File: config.mk
export PLATFORM = sky130hd
export DESIGN_NAME = rxs_writeback
export DESIGN_NICKNAME = d
export VERILOG_FILES = /design/src/hdl/rxs_pkg.sv /design/src/hdl/rxs_ring_ptr.sv /design/src/hdl/rxs_writeback.sv
export SDC_FILE = /design/constraint.sdc
export NUM_CORES = 1
export LEC_CHECK = 0
export BUFFER_PORTS_ARGS = -buffer_cell sky130_fd_sc_hd__buf_2
export CAP_MARGIN = 10
export CORE_MARGIN = 5
export CORE_UTILIZATION = 51
export CTS_CLUSTER_SIZE = 24
export DETAILED_ROUTE_END_ITERATION = 16
export PLACE_DENSITY = 0.77
export SETUP_SLACK_MARGIN = 0.02
export SLEW_MARGIN = 40
export SYNTH_ARGS = -nofsm -noshare
export SYNTH_HDL_FRONTEND = slang
export SYNTH_SLANG_ARGS = --single-unit
File: constraint.sdc
create_clock -name clk_i -period 2.5 [get_ports clk_i]
set_input_delay 0.25 -clock clk_i [delete_from_list [all_inputs] [get_ports clk_i]]
set_output_delay 0.25 -clock clk_i [all_outputs]
set_load 0.1 [all_outputs]
File: src/hdl/rxs_pkg.sv
package rxs_pkg;

    // register bus geometry
    localparam int unsigned ADDR_W = 12;
    localparam int unsigned DATA_W = 32;

    // register byte offsets
    localparam logic [11:0] OFS_CTRL      = 12'h000;
    localparam logic [11:0] OFS_RING_BASE = 12'h004;
    localparam logic [11:0] OFS_STATUS    = 12'h008;
    localparam logic [11:0] OFS_DROP_CNT  = 12'h00c;
    localparam logic [11:0] OFS_FRAME_CNT = 12'h010;

    // control register fields and reset values
    localparam int unsigned CTRL_W              = 3;
    localparam int unsigned CTRL_ENABLE_BIT     = 0;
    localparam int unsigned CTRL_ACC_SHORT_BIT  = 1;
    localparam int unsigned CTRL_ACC_BADFCS_BIT = 2;
    localparam logic [2:0]  CTRL_RST            = 3'h0;
    localparam logic [31:0] RING_BASE_RST       = 32'h0000_0000;
    localparam logic [31:0] COUNT_RST           = 32'h0000_0000;

    // status register fields
    localparam int unsigned STAT_IDX_W    = 16;
    localparam int unsigned STAT_BUSY_BIT = 16;

    // status descriptor, first word
    localparam int unsigned W0_OWN       = 31;
    localparam int unsigned W0_RING_LAST = 30;
    localparam int unsigned W0_FIRST     = 29;
    localparam int unsigned W0_LAST      = 28;
    localparam int unsigned W0_GROUP     = 27;
    localparam int unsigned W0_UNICAST   = 26;
    localparam int unsigned W0_BCAST     = 25;
    localparam int unsigned W0_RSVD_HI   = 24;
    localparam int unsigned W0_RSVD_LO   = 23;
    localparam int unsigned W0_WDOG      = 22;
    localparam int unsigned W0_ERR_SUM   = 21;
    localparam int unsigned W0_RUNT      = 20;
    localparam int unsigned W0_FCS       = 19;
    localparam int unsigned W0_PROTO_HI  = 18;
    localparam int unsigned W0_PROTO_LO  = 17;
    localparam int unsigned W0_IP_FAIL   = 16;
    localparam int unsigned W0_UDP_FAIL  = 15;
    localparam int unsigned W0_TCP_FAIL  = 14;
    localparam int unsigned LEN_W        = 14;

    // status descriptor, second word
    localparam int unsigned W1_TAG_PRESENT = 16;
    localparam int unsigned TAG_W          = 16;

    // descriptor geometry: 16 bytes per entry, second word at +4
    localparam int unsigned DESC_SHIFT   = 4;
    localparam logic [31:0] DESC_W1_OFS  = 32'h0000_0004;

    // frame classification constants
    localparam logic [13:0] MIN_FRAME_LEN = 14'h0040;
    localparam logic [15:0] TAG_TPID      = 16'h8100;
    localparam logic [1:0]  PROTO_NON_IP  = 2'h0;
    localparam logic [1:0]  PROTO_TCP_IP  = 2'h1;

    // write-back sequencer states
    typedef enum logic [2:0] {
        RXS_IDLE    = 3'h1,
        RXS_WR_TAG  = 3'h2,
        RXS_WR_HEAD = 3'h4
    } rxs_state_e;

endpackage

File: src/hdl/rxs_ring_ptr.sv
`timescale 1ns/10ps

module rxs_ring_ptr #(
    parameter int unsigned IDX_W = 10
) (
    input  wire logic             clk_i,
    input  wire logic             arst_n_i,
    input  wire logic             clear_i,
    input  wire logic             advance_i,
    input  wire logic             wrap_i,
    output logic      [IDX_W-1:0] idx_o
);

    typedef struct packed {
        logic [IDX_W-1:0] idx;
    } rxs_ptr_state_s;

    rxs_ptr_state_s cur;
    rxs_ptr_state_s next_cur;

    // pointer steps only when a descriptor was handed back, and returns to zero on clear_i
    always_comb begin
        next_cur = cur;
        if (clear_i) begin
            next_cur.idx = '0;
        end else if (advance_i) begin
            if (wrap_i) begin
                next_cur.idx = '0;
            end else begin
                next_cur.idx = cur.idx + IDX_W'(1);
            end
        end
    end

    // state register
    always_ff @(posedge clk_i or negedge arst_n_i) begin
        if (!arst_n_i) begin
            cur <= '0;
        end else begin
            cur <= next_cur;
        end
    end

    assign idx_o = cur.idx;

endmodule // rxs_ring_ptr

File: src/hdl/rxs_writeback.sv
`timescale 1ns/10ps


module rxs_writeback #(
    parameter int unsigned IDX_W = 10
) (
    input  wire logic                 clk_i,
    input  wire logic                 arst_n_i,
    // apb slave
    input  wire logic                 psel_i,
    input  wire logic                 penable_i,
    input  wire logic                 pwrite_i,
    input  wire logic [11:0]          paddr_i,
    input  wire logic [31:0]          pwdata_i,
    output logic      [31:0]          prdata_o,
    output logic                      pready_o,
    output logic                      pslverr_o,
    // finished segment from the receive engine
    input  wire logic                 seg_valid_i,
    output logic                      seg_ready_o,
    input  wire logic                 seg_first_i,
    input  wire logic                 seg_last_i,
    input  wire logic [13:0]          seg_len_i,
    input  wire logic                 ring_last_entry_i,
    input  wire logic                 group_addr_hit_i,
    input  wire logic                 unicast_addr_hit_i,
    input  wire logic                 bcast_addr_hit_i,
    input  wire logic                 crc_err_i,
    input  wire logic                 watchdog_err_i,
    input  wire logic [1:0]           proto_class_i,
    input  wire logic                 ip_sum_fail_i,
    input  wire logic                 udp_sum_fail_i,
    input  wire logic                 tcp_sum_fail_i,
    input  wire logic [15:0]          tag_type_i,
    input  wire logic [15:0]          tag_control_bytes_i,
    // descriptor write port toward system memory
    output logic                      wb_valid_o,
    input  wire logic                 wb_ready_i,
    output logic      [31:0]          wb_addr_o,
    output logic      [31:0]          wb_data_o,
    output logic                      frame_drop_o
);

    // block state other than the ring pointer in one packed word; next_cur is the copy the
    // combinational half fills and the flop bank below registers
    // read data and the bus error flag live here too, so prdata comes straight
    // from a flop and pslverr from a flop gated by psel and penable
    typedef struct packed {
        rxs_pkg::rxs_state_e st;
        logic [2:0]          ctrl;
        logic [31:0]         ring_base;
        logic [31:0]         drop_cnt;
        logic [31:0]         frame_cnt;
        logic [31:0]         prdata;
        logic                pslverr;
        logic [31:0]         word0;
        logic                ring_last;
        logic [31:0]         wb_addr;
        logic [31:0]         wb_data;
        logic                drop;
    } rxs_wb_state_s;

    // state copies, pointer strobes and decoded bus phases
    rxs_wb_state_s    cur;
    rxs_wb_state_s    next_cur;
    logic [IDX_W-1:0] ring_idx;
    logic             ptr_clear;
    logic             ptr_advance;
    logic             ptr_wrap;
    logic [31:0]      desc_addr;
    logic             apb_setup;
    logic             apb_write;
    logic             seg_take;

    // descriptor base of the entry in use
    // entries are 16 bytes apart, so the index sits above four zero bits
    assign desc_addr = cur.ring_base +
                       {{(32 - IDX_W - rxs_pkg::DESC_SHIFT){1'b0}}, ring_idx, 4'h0};

    // bus phase decode
    // pready is tied high, so the access phase always ends in one cycle
    assign apb_setup = psel_i & ~penable_i;
    assign apb_write = psel_i & penable_i & pwrite_i;
    assign seg_take  = seg_valid_i & seg_ready_o;

    // next-state logic: register file, status build, write sequencer
    always_comb begin
        logic        runt;
        logic        fcs_bad;
        logic        wdog;
        logic        keep_short;
        logic        keep_bad;
        logic [31:0] w0;
        logic [31:0] w1;
        // defaults first: the drop pulse clears, nothing else moves unless a branch below asks for it
        runt        = 1'b0;
        fcs_bad     = 1'b0;
        wdog        = 1'b0;
        keep_short  = cur.ctrl[rxs_pkg::CTRL_ACC_SHORT_BIT];
        keep_bad    = cur.ctrl[rxs_pkg::CTRL_ACC_BADFCS_BIT];
        w0          = '0;
        w1          = '0;
        next_cur    = cur;
        next_cur.drop = 1'b0;
        ptr_clear   = 1'b0;
        ptr_advance = 1'b0;
        ptr_wrap    = 1'b0;

        // read data captured in the setup phase so prdata comes from a flop
        if (apb_setup) begin
            next_cur.pslverr = 1'b0;
            case (paddr_i)
                rxs_pkg::OFS_CTRL: begin
                    next_cur.prdata = {29'h0, cur.ctrl};
                end
                rxs_pkg::OFS_RING_BASE: begin
                    next_cur.prdata = cur.ring_base;
                end
                rxs_pkg::OFS_STATUS: begin
                    next_cur.prdata = {15'h0, (cur.st != rxs_pkg::RXS_IDLE),
                                       {(rxs_pkg::STAT_IDX_W - IDX_W){1'b0}}, ring_idx};
                end
                rxs_pkg::OFS_DROP_CNT: begin
                    next_cur.prdata = cur.drop_cnt;
                end
                rxs_pkg::OFS_FRAME_CNT: begin
                    next_cur.prdata = cur.frame_cnt;
                end
                default: begin
                    next_cur.prdata  = 32'h0000_0000;
                    next_cur.pslverr = 1'b1;
                end
            endcase
        end

        // writes take effect at the access edge; counters written clear
        if (apb_write) begin
            case (paddr_i)
                rxs_pkg::OFS_CTRL: begin
                    next_cur.ctrl = pwdata_i[rxs_pkg::CTRL_W-1:0];
                end
                rxs_pkg::OFS_RING_BASE: begin
                    // a new ring restarts at entry zero; do not move it mid write-back
                    next_cur.ring_base = {pwdata_i[31:rxs_pkg::DESC_SHIFT], 4'h0};
                    ptr_clear          = 1'b1;
                end
                rxs_pkg::OFS_DROP_CNT: begin
                    next_cur.drop_cnt = rxs_pkg::COUNT_RST;
                end
                rxs_pkg::OFS_FRAME_CNT: begin
                    next_cur.frame_cnt = rxs_pkg::COUNT_RST;
                end
                default: begin
                    // status and unmapped offsets ignore writes; an unmapped
                    // one already raised the error flag in the setup phase
                    next_cur.ctrl = next_cur.ctrl;
                end
            endcase
        end

        // error flags only mean something once the whole frame is in
        // a frame cut into segments reports its errors in the closing one
        runt    = seg_last_i & (seg_len_i < rxs_pkg::MIN_FRAME_LEN);
        fcs_bad = seg_last_i & crc_err_i;
        wdog    = seg_last_i & watchdog_err_i;

        // first status word; ownership stays zero
        w0[rxs_pkg::W0_OWN]       = 1'b0;
        w0[rxs_pkg::W0_RING_LAST] = ring_last_entry_i;
        w0[rxs_pkg::W0_FIRST]     = seg_first_i;
        w0[rxs_pkg::W0_LAST]      = seg_last_i;
        w0[rxs_pkg::W0_GROUP]     = group_addr_hit_i;
        w0[rxs_pkg::W0_UNICAST]   = unicast_addr_hit_i;
        w0[rxs_pkg::W0_BCAST]     = bcast_addr_hit_i;
        w0[rxs_pkg::W0_RSVD_HI]   = 1'b1;
        w0[rxs_pkg::W0_RSVD_LO]   = 1'b1;
        w0[rxs_pkg::W0_WDOG]      = wdog;
        w0[rxs_pkg::W0_ERR_SUM]   = fcs_bad | runt | wdog;
        w0[rxs_pkg::W0_RUNT]      = runt;
        w0[rxs_pkg::W0_FCS]       = fcs_bad;
        w0[rxs_pkg::W0_PROTO_HI]  = proto_class_i[1];
        w0[rxs_pkg::W0_PROTO_LO]  = proto_class_i[0];
        w0[rxs_pkg::W0_IP_FAIL]   = ip_sum_fail_i;
        w0[rxs_pkg::W0_UDP_FAIL]  = udp_sum_fail_i;
        w0[rxs_pkg::W0_TCP_FAIL]  = tcp_sum_fail_i;
        // earlier segments leave the length field at zero; the host must
        // only trust it once the closing segment arrives
        if (seg_last_i) begin
            w0[rxs_pkg::LEN_W-1:0] = seg_len_i;
        end

        // second status word carries the tag only when the tpid matched
        if (tag_type_i == rxs_pkg::TAG_TPID) begin
            w1[rxs_pkg::W1_TAG_PRESENT]    = 1'b1;
            w1[rxs_pkg::TAG_W-1:0]         = tag_control_bytes_i;
        end

        // sequencer: tag word first, ownership word last so the host never
        // sees a released descriptor with stale status
        // the cost is one extra cycle per descriptor against one wide beat
        case (cur.st)
            rxs_pkg::RXS_IDLE: begin
                if (seg_take) begin
                    // only a one-buffer frame can still be discarded; earlier
                    // segments of a longer frame already belong to the host
                    if (seg_first_i & seg_last_i &
                        ((runt & ~keep_short) | (fcs_bad & ~keep_bad))) begin
                        // no write-back and no pointer move: the buffer stays ours
                        next_cur.drop     = 1'b1;
                        next_cur.drop_cnt = next_cur.drop_cnt + 32'h0000_0001;
                    end else begin
                        next_cur.word0     = w0;
                        next_cur.ring_last = ring_last_entry_i;
                        next_cur.wb_addr   = desc_addr + rxs_pkg::DESC_W1_OFS;
                        next_cur.wb_data   = w1;
                        next_cur.st        = rxs_pkg::RXS_WR_TAG;
                    end
                end
            end
            rxs_pkg::RXS_WR_TAG: begin
                // word0 was frozen at the take, so inputs moving on after the
                // handshake cannot leak into the status the host will read
                if (wb_ready_i) begin
                    next_cur.wb_addr = desc_addr;
                    next_cur.wb_data = cur.word0;
                    next_cur.st      = rxs_pkg::RXS_WR_HEAD;
                end
            end
            rxs_pkg::RXS_WR_HEAD: begin
                // pointer and frame count move only once the host owns the entry;
                // a stalled memory simply holds this beat up
                if (wb_ready_i) begin
                    ptr_advance        = 1'b1;
                    ptr_wrap           = cur.ring_last;
                    next_cur.frame_cnt = next_cur.frame_cnt + 32'h0000_0001;
                    next_cur.st        = rxs_pkg::RXS_IDLE;
                end
            end
            default: begin
                // an illegal code drops a half-done write-back rather than hang
                next_cur.st = rxs_pkg::RXS_IDLE;
            end
        endcase
    end

    // single state register
    // reset loads constants only; the pointer resets in its own module
    always_ff @(posedge clk_i or negedge arst_n_i) begin
        if (!arst_n_i) begin
            cur.st        <= rxs_pkg::RXS_IDLE;
            cur.ctrl      <= rxs_pkg::CTRL_RST;
            cur.ring_base <= rxs_pkg::RING_BASE_RST;
            cur.drop_cnt  <= rxs_pkg::COUNT_RST;
            cur.frame_cnt <= rxs_pkg::COUNT_RST;
            cur.prdata    <= 32'h0000_0000;
            cur.pslverr   <= 1'b0;
            cur.word0     <= 32'h0000_0000;
            cur.ring_last <= 1'b0;
            cur.wb_addr   <= 32'h0000_0000;
            cur.wb_data   <= 32'h0000_0000;
            cur.drop      <= 1'b0;
        end else begin
            cur <= next_cur;
        end
    end

    // receive ring pointer
    // kept apart so that wrap, clear and step sit in one small register
    rxs_ring_ptr #(
        .IDX_W (IDX_W)
    ) u_ring_ptr (
        .clk_i     (clk_i),
        .arst_n_i  (arst_n_i),
        .clear_i   (ptr_clear),
        .advance_i (ptr_advance),
        .wrap_i    (ptr_wrap),
        .idx_o     (ring_idx)
    );

    // outputs; zero-wait slave, error only shown in the access phase
    // seg_ready falls while busy, so at most one descriptor is in flight
    assign prdata_o     = cur.prdata;
    assign pready_o     = 1'b1;
    assign pslverr_o    = cur.pslverr & psel_i & penable_i;
    assign seg_ready_o  = (cur.st == rxs_pkg::RXS_IDLE) & cur.ctrl[rxs_pkg::CTRL_ENABLE_BIT];
    assign wb_valid_o   = (cur.st != rxs_pkg::RXS_IDLE);
    assign wb_addr_o    = cur.wb_addr;
    assign wb_data_o    = cur.wb_data;
    assign frame_drop_o = cur.drop;

endmodule // rxs_writeback
# Yosys cells after proc, flatten, opt, wreduce, memory -nomap -nowiden
# Cells that the tools add are included.
# W data, S select, Z words.
# classes
mux,32
n_eq_ne,13
magnitude_cmp,1
n_reduce_logical,9
bitwise_logic,21
addsub,5
# ops
op,count
$mux W32,7
$mux W64,3
$pmux W32 S5,1
$pmux W64 S2,1
$mux W65,1
$add A32 B1 Y32 const B,2
$add A32 B14 Y32,1
$add A32 B3 Y32 const B,1
$mux W10,3
$eq A12 B4 Y1 const B,2
$mux W17,1
$eq A16 B16 Y1 const B,1
$and A1 B1 Y1,14
$lt A14 B7 Y1 const B,1
$mux W14,1
$eq A12 B3 Y1 const B,1
$eq A12 B5 Y1 const B,1
$logic_not A12 Y1,1
$mux W3,4
$add A10 B1 Y10 const B,1
$mux W1,9
$pmux W3 S3,1
$ne A2 B2 Y1 const B,4
$reduce_and A4 Y1,2
other kinds (10),17
# totals
inputBits,110
reg_bits,238
word_cells,94
out_inout_bits,101

# Longest topological paths before layout
# Gate-level depths: netlist (run 1).
# depth
depth_word,8
ltp_mapped,13
depth_no_buf,10

# Hierarchy
# From an unflattened synthesis (run 1), not the netlist that was laid out.
# hier_totals
hier_cells,1286
hier_area_um2,12086.6
# modules_own_cells
module,cells_each,seq_area_each_um2,area_per_inst_um2,n_inst
rxs_writeback,1224,5531.6,11486.0,1
rxs_ring_ptr,62,250.2,600.6,1

# Worst setup path after synthesis (run 1)
# OpenSTA, ideal clock, no wires.
# synth_timing
path_type,input port to flip-flop
startpoint,input port paddr_i[10]
endpoint,register cur[191] in the netlist's numbering
path_buffers,3
t_arrival_ns,2.476
path_stages,12
path_slack_ns,-0.108
cell_sequence,nor4_1 and4_1 clkbuf_1 nand2_1 and2_1 ha_1 and3_1 buf_1 clkbuf_1 nand4_1 xor2_1 nor2_1
# synth_lines
item,line,rtl
start: declaration,rxs_writeback.sv:13,"input wire logic [11:0] paddr_i,"
end signal: assignment,rxs_writeback.sv:263,cur <= next_cur;
end: declaration,rxs_writeback.sv:64,rxs_wb_state_s cur;

==> metrics.txt, run 1 <==
# TYPE chip_impl_metric gauge
chip_impl_info{name="outcome",value="complete, no violations"} 1
chip_impl_metric{name="drt_first_iter_violations",unit=""} 1099
chip_impl_metric{name="routed_wire_length_per_instance",unit="um"} 18.2
chip_impl_info{name="post-synth-top-area-cell",value="sky130_fd_sc_hd__dfrtp_1"} 1
chip_impl_metric{name="fp.coreArea",unit="mm2"} 0.0233
chip_impl_metric{name="drv_slew",unit=""} 0
chip_impl_metric{name="clock_insertion_delay_worst_skew",unit="ns"} 0.51
chip_impl_metric{name="port-buffer-count",unit=""} 204
chip_impl_metric{name="ys_warn_count",unit=""} 0
chip_impl_info{name="critical_path_class",value="input pin to register"} 1
chip_impl_metric{name="areaGrowthSynthToFinish",unit="%"} 19.5
chip_impl_metric{name="number_of_buffers_inserted_during_clock_tree_synthesis",unit=""} 25
chip_impl_info{name="synthMostInstantiatedCell",value="sky130_fd_sc_hd__dfrtp_1"} 1
chip_impl_info{name="hp-start",value="pwdata_i[11]"} 1
chip_impl_metric{name="cts_h_tree_depth",unit=""} 1
chip_impl_metric{name="syn_area",unit="mm2"} 0.0120
chip_impl_metric{name="final_min_period_over_clock_period",unit="%"} 94.6
chip_impl_info{name="timing.rr.end",value="wb_addr_o[29]"} 1
chip_impl_metric{name="synth.distinct_cells",unit=""} 67
chip_impl_metric{name="ant_nets",unit=""} 0
chip_impl_metric{name="timing_hold_violations_final",unit=""} 0
chip_impl_metric{name="grt_pass1_vias",unit=""} 10100
chip_impl_metric{name="hold_depth",unit=""} 2
chip_impl_metric{name="worst-slew-pin-transition",unit="ns"} 0.548
chip_impl_metric{name="final_layout_size_suffix_gt1_share",unit="%"} 25.4
chip_impl_metric{name="synth_top_area_share",unit="%"} 47.9
chip_impl_metric{name="leakage",unit="nW"} 6.85
chip_impl_info{name="critical_path.startpoint_type",value="input pin"} 1
chip_impl_metric{name="antenna-diode-count",unit=""} 0
chip_impl_metric{name="antenna_found_initial",unit=""} 0
chip_impl_metric{name="synth_enable_flop_cells",unit=""} 0
chip_impl_metric{name="synthesis.area_per_instance",unit="um2"} 9.61
chip_impl_info{name="whs_endpoint",value="cur[206]"} 1
chip_impl_info{name="top_cells_by_area_synth",value="sky130_fd_sc_hd__dfrtp_1 (48%), sky130_fd_sc_hd__buf_4 (6.1%), sky130_fd_sc_hd__nand2_1 (5.6%)"} 1
chip_impl_metric{name="wl",unit="um"} 32200
chip_impl_metric{name="irDropWorstVdd",unit="mV"} 0.486
chip_impl_metric{name="via_count",unit=""} 10100
chip_impl_info{name="synth_ff_type",value="sky130_fd_sc_hd__dfrtp_1"} 1
chip_impl_metric{name="std_cell_rows",unit=""} 56
chip_impl_metric{name="worstPathRequired",unit="ns"} 2.94
chip_impl_metric{name="overflow_left_after_global_routing",unit=""} 0
chip_impl_metric{name="detailedRoute.firstPassIterationCount",unit=""} 9
chip_impl_metric{name="r2r.worst_path.cells",unit=""} 5
chip_impl_metric{name="initial_utilization",unit="%"} 51.5
chip_impl_info{name="synth.cells.most_frequent",value="sky130_fd_sc_hd__dfrtp_1 (230), sky130_fd_sc_hd__nand2_1 (179), sky130_fd_sc_hd__o21ai_0 (101)"} 1
chip_impl_metric{name="power_density",unit="mW/mm2"} 555
chip_impl_metric{name="fp.dieW",unit="um"} 164
chip_impl_metric{name="slew_headroom",unit="%"} 63.4
chip_impl_metric{name="worstPathMaxFanout",unit=""} 6
chip_impl_metric{name="pin_count",unit=""} 211
chip_impl_metric{name="via_density",unit=""} 5.71
chip_impl_metric{name="post_cts.repair.setup_buffers",unit=""} 0
chip_impl_metric{name="grt.total_usage",unit="%"} 23.9
chip_impl_metric{name="postSynth.asyncResetShare",unit="%"} 100
chip_impl_metric{name="yosysSeqAreaShare",unit="%"} 48.1
chip_impl_metric{name="grt_pass1_wl",unit="um"} 52000
chip_impl_metric{name="fin_nets",unit=""} 1556
chip_impl_metric{name="die_area",unit="mm2"} 0.0267
chip_impl_metric{name="setup_skew",unit="ns"} 0.0130
chip_impl_info{name="setup.worst_path.end_class",value="register"} 1
chip_impl_metric{name="totalPowerFinal",unit="mW"} 7.97
chip_impl_metric{name="fmax",unit="MHz"} 423
chip_impl_info{name="launch_point_of_the_worst_reg_to_reg_path",value="cur[216]"} 1
chip_impl_metric{name="grt_start_max_net_pins",unit=""} 70
chip_impl_metric{name="clk_pin_slew_worst_paths",unit="ns"} 0.06
chip_impl_metric{name="cell_count_after_synthesis",unit=""} 1250
chip_impl_metric{name="max-cap-violations",unit=""} 0
chip_impl_metric{name="worst-r2r-setup-slack",unit="ns"} 0.14
chip_impl_metric{name="crit_arrival",unit="ns"} 2.80
chip_impl_info{name="root_buf_cell",value="sky130_fd_sc_hd__clkbuf_16"} 1
chip_impl_metric{name="final_period_minus_worst_setup_slack",unit="ns"} 2.36
chip_impl_metric{name="residual_drc_count",unit=""} 0
chip_impl_info{name="grt_setup_unrepaired",value="no"} 1
chip_impl_metric{name="die_h",unit="um"} 164
chip_impl_metric{name="fin_setup_tns",unit="ns"} 0
chip_impl_metric{name="clk_path_buf_depth",unit=""} 3
chip_impl_metric{name="dp_hpwl",unit="um"} 22600
chip_impl_metric{name="globalplace.congestion",unit=""} 0.874
chip_impl_info{name="worst_hold_path_type",value="input pin to register"} 1
chip_impl_info{name="cts_tree",value="built"} 1
chip_impl_metric{name="synth.ff_latch_count",unit=""} 231
chip_impl_metric{name="cts_sinks",unit=""} 231
chip_impl_metric{name="setup_violations",unit=""} 0
==> placed cells by master, fill, tap and decap left out, types with 21 or more instances in the layout <==
| cell type | Yosys | final |
|---|---|---|
| sky130_fd_sc_hd__o21ai_0 | 101 | 100 |
| sky130_fd_sc_hd__mux2_2 | 35 | 35 |
| sky130_fd_sc_hd__nand3_1 | 43 | 43 |
| sky130_fd_sc_hd__dfrtp_1 | 230 | 230 |
| sky130_fd_sc_hd__dlygate4sd3_1 | 0 | 45 |
| sky130_fd_sc_hd__inv_1 | 21 | 21 |
| sky130_fd_sc_hd__nor2_1 | 91 | 91 |
| sky130_fd_sc_hd__buf_2 | 5 | 203 |
| sky130_fd_sc_hd__xnor2_1 | 40 | 40 |
| sky130_fd_sc_hd__a222oi_1 | 28 | 28 |
| sky130_fd_sc_hd__nand2_1 | 179 | 178 |
| sky130_fd_sc_hd__a21oi_1 | 39 | 36 |
| sky130_fd_sc_hd__xor2_1 | 33 | 33 |
| sky130_fd_sc_hd__nand4_1 | 30 | 30 |
| sky130_fd_sc_hd__clkbuf_16 | 0 | 25 |
| sky130_fd_sc_hd__buf_4 | 98 | 59 |
==> final cells by class <==
class                   count  area, um2
multi-input cells         838       5230
clock buffers              39        768
inverters                  21       78.8
repair buffers            315       2060
fillers                  1865       8970
flip-flops and latches    231       5780
clock inverters             3       40.0
well taps                 319        399
==> per-stage QoR <==
| stage | cells | hold WS (ns) | worst slack, ns | util, % | cell area [um2] |
|---|---|---|---|---|---|
| CTS | 1766 | 0.000623 | 0.0463 | 61.4 | 14300 |
| global placement | 1679 | 0.220 | 0.0825 | 56.0 | 13100 |
| global route | 1766 | 0.00586 | 0.0215 | 61.6 | 14400 |
| detailed placement | 1679 | 0.216 | 0.00272 | 56.0 | 13100 |
| floorplan | 1253 | -0.0456 | 0.0334 | - | 12000 |
| finish | 1766 | 0.0128 | 0.136 | 61.6 | 14400 |
==> repair_timing <==
item,CTS,global route
endpoints found under the hold margin,97,0
endpoints found under the setup margin,0,19
resized for setup,0,9
hold buffers,45,0
==> report_power, final <==
group	leakage (nW)	internal, mW	switching (mW)	total [mW]
logic	3.30	0.161	0.373	0.534
registers	3.14	3.76	0.0151	3.78
clock network	0.401	2.19	1.47	3.66
total	6.85	6.11	1.85	7.97
==> state kept, by name, indices dropped and copies added (netlist names) <==
register          flops
cur                 129
prdata_o             32
wb_data_o            30
wb_addr_o            29
u_ring_ptr.idx_o     10
frame_drop_o          1
==> metal layers <==
layer	global-route usage [%]	part of all wire, %	wire length, um	vias up
met2	37.8	46	14700	465
met1	33.8	42	13500	4859
met4	8.16	3.5	1140	0
li1	-	-	-	4673
met3	3.79	8.8	2830	90
met5	0	0	0	-
==> cells by family after synthesis <==
kind of cell / share of synthesized area [%]
adders and majority gates: 1.52
buffers and inverters: 9.18
muxes: 3.61
xor gates and xnor gates: 5.32
DFF: 48.1
and+or+nand+nor: 18.9
AOI/OAI and AO/OA: 13.3
other: 0.0625
==> critical path, stage by stage <==
cell                            delay, ns
sky130_fd_sc_hd__dlygate4sd3_1       0.53
sky130_fd_sc_hd__buf_2               0.14
sky130_fd_sc_hd__nor4_4              0.28
sky130_fd_sc_hd__nand4_1             0.20
sky130_fd_sc_hd__a21o_1              0.27
sky130_fd_sc_hd__or4b_4              0.59
sky130_fd_sc_hd__or3_1               0.37
sky130_fd_sc_hd__a21oi_1             0.17
==> how the worst max path moves through the flow <==
| stage | from | to | slack [ns] | cells after the start |
|---|---|---|---|---|
| CTS | seg_len_i[10] | cur[194] | 0.05 | 8 |
| global placement | seg_len_i[10] | cur[194] | 0.08 | 7 |
| finish | seg_len_i[10] | cur[194] | 0.14 | 8 |
| detailed placement | paddr_i[2] | cur[193] | 0.003 | 10 |
| floorplan | u_ring_ptr.idx_o[7] | wb_addr_o[24] | 0.03 | 6 |
| global route | u_ring_ptr.idx_o[0] | wb_addr_o[28] | 0.02 | 10 |
Power figures use the tool's default switching activity.
==> inputs of run 2 (changes only) <==
RECOVER_POWER = 50   (was not set)
SETUP_SLACK_MARGIN = 0.3   (was 0.02)
==> metrics.txt, run 2 (synthesis gave the netlist of run 1 again) <==
# TYPE chip_impl_metric gauge
chip_impl_info{name="root_buf_cell",value="sky130_fd_sc_hd__clkbuf_16"} 1
chip_impl_metric{name="via_density",unit=""} 5.73
chip_impl_metric{name="totalPowerFinal",unit="mW"} 8.25
chip_impl_metric{name="final_min_period_over_clock_period",unit="%"} 92.4
chip_impl_metric{name="cts_h_tree_depth",unit=""} 1
chip_impl_metric{name="drv_slew",unit=""} 0
chip_impl_metric{name="total_switching_power",unit="mW"} 1.90
chip_impl_metric{name="p_int",unit="mW"} 6.35
chip_impl_metric{name="clk_pin_slew_worst_paths",unit="ns"} 0.06
chip_impl_metric{name="cpPeakStageDelay",unit="ns"} 0.47
chip_impl_metric{name="setup_violations",unit=""} 0
chip_impl_metric{name="largest_reg_flops",unit=""} 129
chip_impl_info{name="setup.worst_path.end_class",value="register"} 1
chip_impl_metric{name="fmax",unit="MHz"} 433
chip_impl_metric{name="leakage",unit="nW"} 6.90
chip_impl_metric{name="final_layout_size_suffix_gt1_share",unit="%"} 26.7
chip_impl_metric{name="max-cap-violations",unit=""} 0
chip_impl_metric{name="areaGrowthSynthToFinish",unit="%"} 24.4
chip_impl_metric{name="timing_hold_violations_final",unit=""} 0
chip_impl_metric{name="grt_start_max_net_pins",unit=""} 66
chip_impl_metric{name="overflow_left_after_global_routing",unit=""} 0
chip_impl_metric{name="slew_headroom",unit="%"} 15.9
chip_impl_metric{name="fp.coreArea",unit="mm2"} 0.0233
chip_impl_metric{name="pin_count",unit=""} 211
chip_impl_metric{name="clock_insertion_delay_worst_skew",unit="ns"} 0.53
chip_impl_metric{name="detailedRoute.firstPassIterationCount",unit=""} 8
chip_impl_metric{name="comb_power_share",unit="%"} 6.6
chip_impl_metric{name="globalplace.congestion",unit=""} 0.886
chip_impl_metric{name="crit_arrival",unit="ns"} 2.74
chip_impl_metric{name="initial_utilization",unit="%"} 51.5
chip_impl_metric{name="routed_wire_length_per_instance",unit="um"} 18.7
chip_impl_metric{name="drt_first_iter_violations",unit=""} 1196
chip_impl_metric{name="grt.total_usage",unit="%"} 24.3
chip_impl_metric{name="setup_skew",unit="ns"} 0.0135
chip_impl_info{name="grt_setup_unrepaired",value="yes"} 1
chip_impl_metric{name="worst-slew-pin-transition",unit="ns"} 1.26
chip_impl_info{name="mostFrequentLayoutCell",value="sky130_fd_sc_hd__dfrtp_1"} 1
chip_impl_metric{name="crit_buf_inv",unit=""} 1
chip_impl_metric{name="fin_setup_tns",unit="ns"} 0
chip_impl_metric{name="fin_nets",unit=""} 1593
chip_impl_info{name="cell_breakdown_of_the_critical_path",value="ha_4 > o21a_1 > o21a_1 > a21oi_2 > or2_4 > buf_4 > or3_1 > a31oi_2"} 1
chip_impl_metric{name="dp_hpwl",unit="um"} 22100
chip_impl_metric{name="final_period_minus_worst_setup_slack",unit="ns"} 2.31
chip_impl_metric{name="power_density",unit="mW/mm2"} 552
chip_impl_metric{name="seq_pwr_share",unit="%"} 45.8
chip_impl_metric{name="timing.final.ws_setup",unit="ns"} 0.190
chip_impl_metric{name="sw_frac_of_total",unit="%"} 23.1
chip_impl_metric{name="filler_cell_count",unit=""} 1819
chip_impl_metric{name="antenna-diode-count",unit=""} 0
chip_impl_metric{name="cts_sinks",unit=""} 231
chip_impl_metric{name="wl",unit="um"} 33800
chip_impl_metric{name="placement.setup.worst_slack",unit="ns"} 0.0629
chip_impl_info{name="cpMostUsedCell",value="sky130_fd_sc_hd__o21a_1"} 1
chip_impl_metric{name="port-buffer-count",unit=""} 204
chip_impl_metric{name="via_count",unit=""} 10300
chip_impl_metric{name="number_of_buffers_inserted_during_clock_tree_synthesis",unit=""} 24
chip_impl_metric{name="grt_pass1_wl",unit="um"} 52700
chip_impl_info{name="critical_path.startpoint_type",value="register"} 1
chip_impl_metric{name="irDropWorstVdd",unit="mV"} 0.365
chip_impl_info{name="startpoint",value="cur[203]"} 1
chip_impl_info{name="worst_hold_path_type",value="input pin to register"} 1
chip_impl_metric{name="power.clock.fraction",unit="%"} 47.6
chip_impl_info{name="regMostFlops",value="cur"} 1
chip_impl_metric{name="worstPathMaxFanout",unit=""} 8
chip_impl_metric{name="worstPathRequired",unit="ns"} 2.93
chip_impl_metric{name="grt_pass1_vias",unit=""} 10100
chip_impl_metric{name="residual_drc_count",unit=""} 0
chip_impl_info{name="cts_tree",value="built"} 1
chip_impl_info{name="layout.cells.most_common_list",value="sky130_fd_sc_hd__dfrtp_1 (225), sky130_fd_sc_hd__nand2_1 (176), sky130_fd_sc_hd__buf_2 (166)"} 1
chip_impl_info{name="hp-start",value="seg_len_i[11]"} 1
chip_impl_metric{name="std_cell_rows",unit=""} 56
chip_impl_info{name="critical_path.slowest_cell",value="sky130_fd_sc_hd__dfrtp_2"} 1
chip_impl_metric{name="die_h",unit="um"} 164
chip_impl_metric{name="fp.dieW",unit="um"} 164
chip_impl_metric{name="die_area",unit="mm2"} 0.0267
chip_impl_metric{name="clk_path_buf_depth",unit=""} 3
chip_impl_metric{name="antenna_found_initial",unit=""} 0
chip_impl_info{name="launch_point_of_the_worst_reg_to_reg_path",value="cur[203]"} 1
chip_impl_metric{name="ant_nets",unit=""} 0
chip_impl_info{name="critical_path_class",value="register to register"} 1
chip_impl_info{name="critical-path-top-delay-family",value="compound AO/OA/AOI/OAI gates"} 1
chip_impl_info{name="outcome",value="complete, no violations"} 1
-- run 2: path summary, 6_finish.rpt --
path                            endpoint  depth (start not counted)  slack (ns)
max reg2reg                wb_addr_o[19]                          8        0.19
max in group asynchronous       cur[168]                          3        0.55
min reg2reg                wb_data_o[27]                          2        0.45
max                        wb_addr_o[19]                          8        0.19
min                              cur[77]                          3        0.02
min in group asynchronous       cur[227]                          2        0.26
-- run 2: power by group through the flow --
stage	clock network, mW	logic [mW]	registers [mW]
2_1_floorplan	0	0.284	3.84
3_3_place_gp	0	0.474	3.84
3_5_place_dp	0	0.478	3.85
4_1_cts	3.97	0.546	3.78
5_1_grt	4.12	0.586	3.78
6_report	3.93	0.543	3.78
-- run 2: final cells by class --
cell class / instances / area (um2) / share of cell area [%]
Clock buffer: 30 / 674 / 4.51
Multi-Input combinational cell: 839 / 5520 / 36.9
Tap cell: 319 / 399 / 2.67
Timing Repair Buffer: 352 / 2300 / 15.4
Clock inverter: 12 / 190 / 1.27
Sequential cell: 231 / 5790 / 38.7
Inverter: 21 / 78.8 / 0.527
-- run 2: per-stage QoR --
step           util (%)  std cells  area [um2]  hold WS (ns)
2_1_floorplan         -       1253       12200       -0.0456
3_3_place_gp       56.5       1677       13200         0.231
3_5_place_dp       56.5       1677       13200         0.238
4_1_cts            63.1       1786       14700       0.00195
5_1_grt            64.1       1804       15000        0.0165
6_report           64.1       1804       15000        0.0222
-- run 2: metal layers --
metal | routed length (um) | GRT usage [%]
met1 | 14300 | 34.1
met3 | 2530 | 3.84
met5 | 0 | 0
met2 | 15800 | 38.6
met4 | 1170 | 8.54
-- run 2: repair_timing --
| action | CTS | global route |
|---|---|---|
| hold buffers | 53 | 0 |
| setup endpoints to repair | 22 | 51 |
| endpoints found under the hold margin | 108 | 0 |
| pin swaps | 12 | 27 |
| buffers inserted | 13 | 17 |
| resized for setup | 12 | 41 |
| gates cloned | 1 | 1 |
-- run 2: worst min-delay path: stages --
cell,delay (ns)
sky130_fd_sc_hd__buf_2,0.12
sky130_fd_sc_hd__nand2_1,0.06
sky130_fd_sc_hd__o21ai_0,0.07
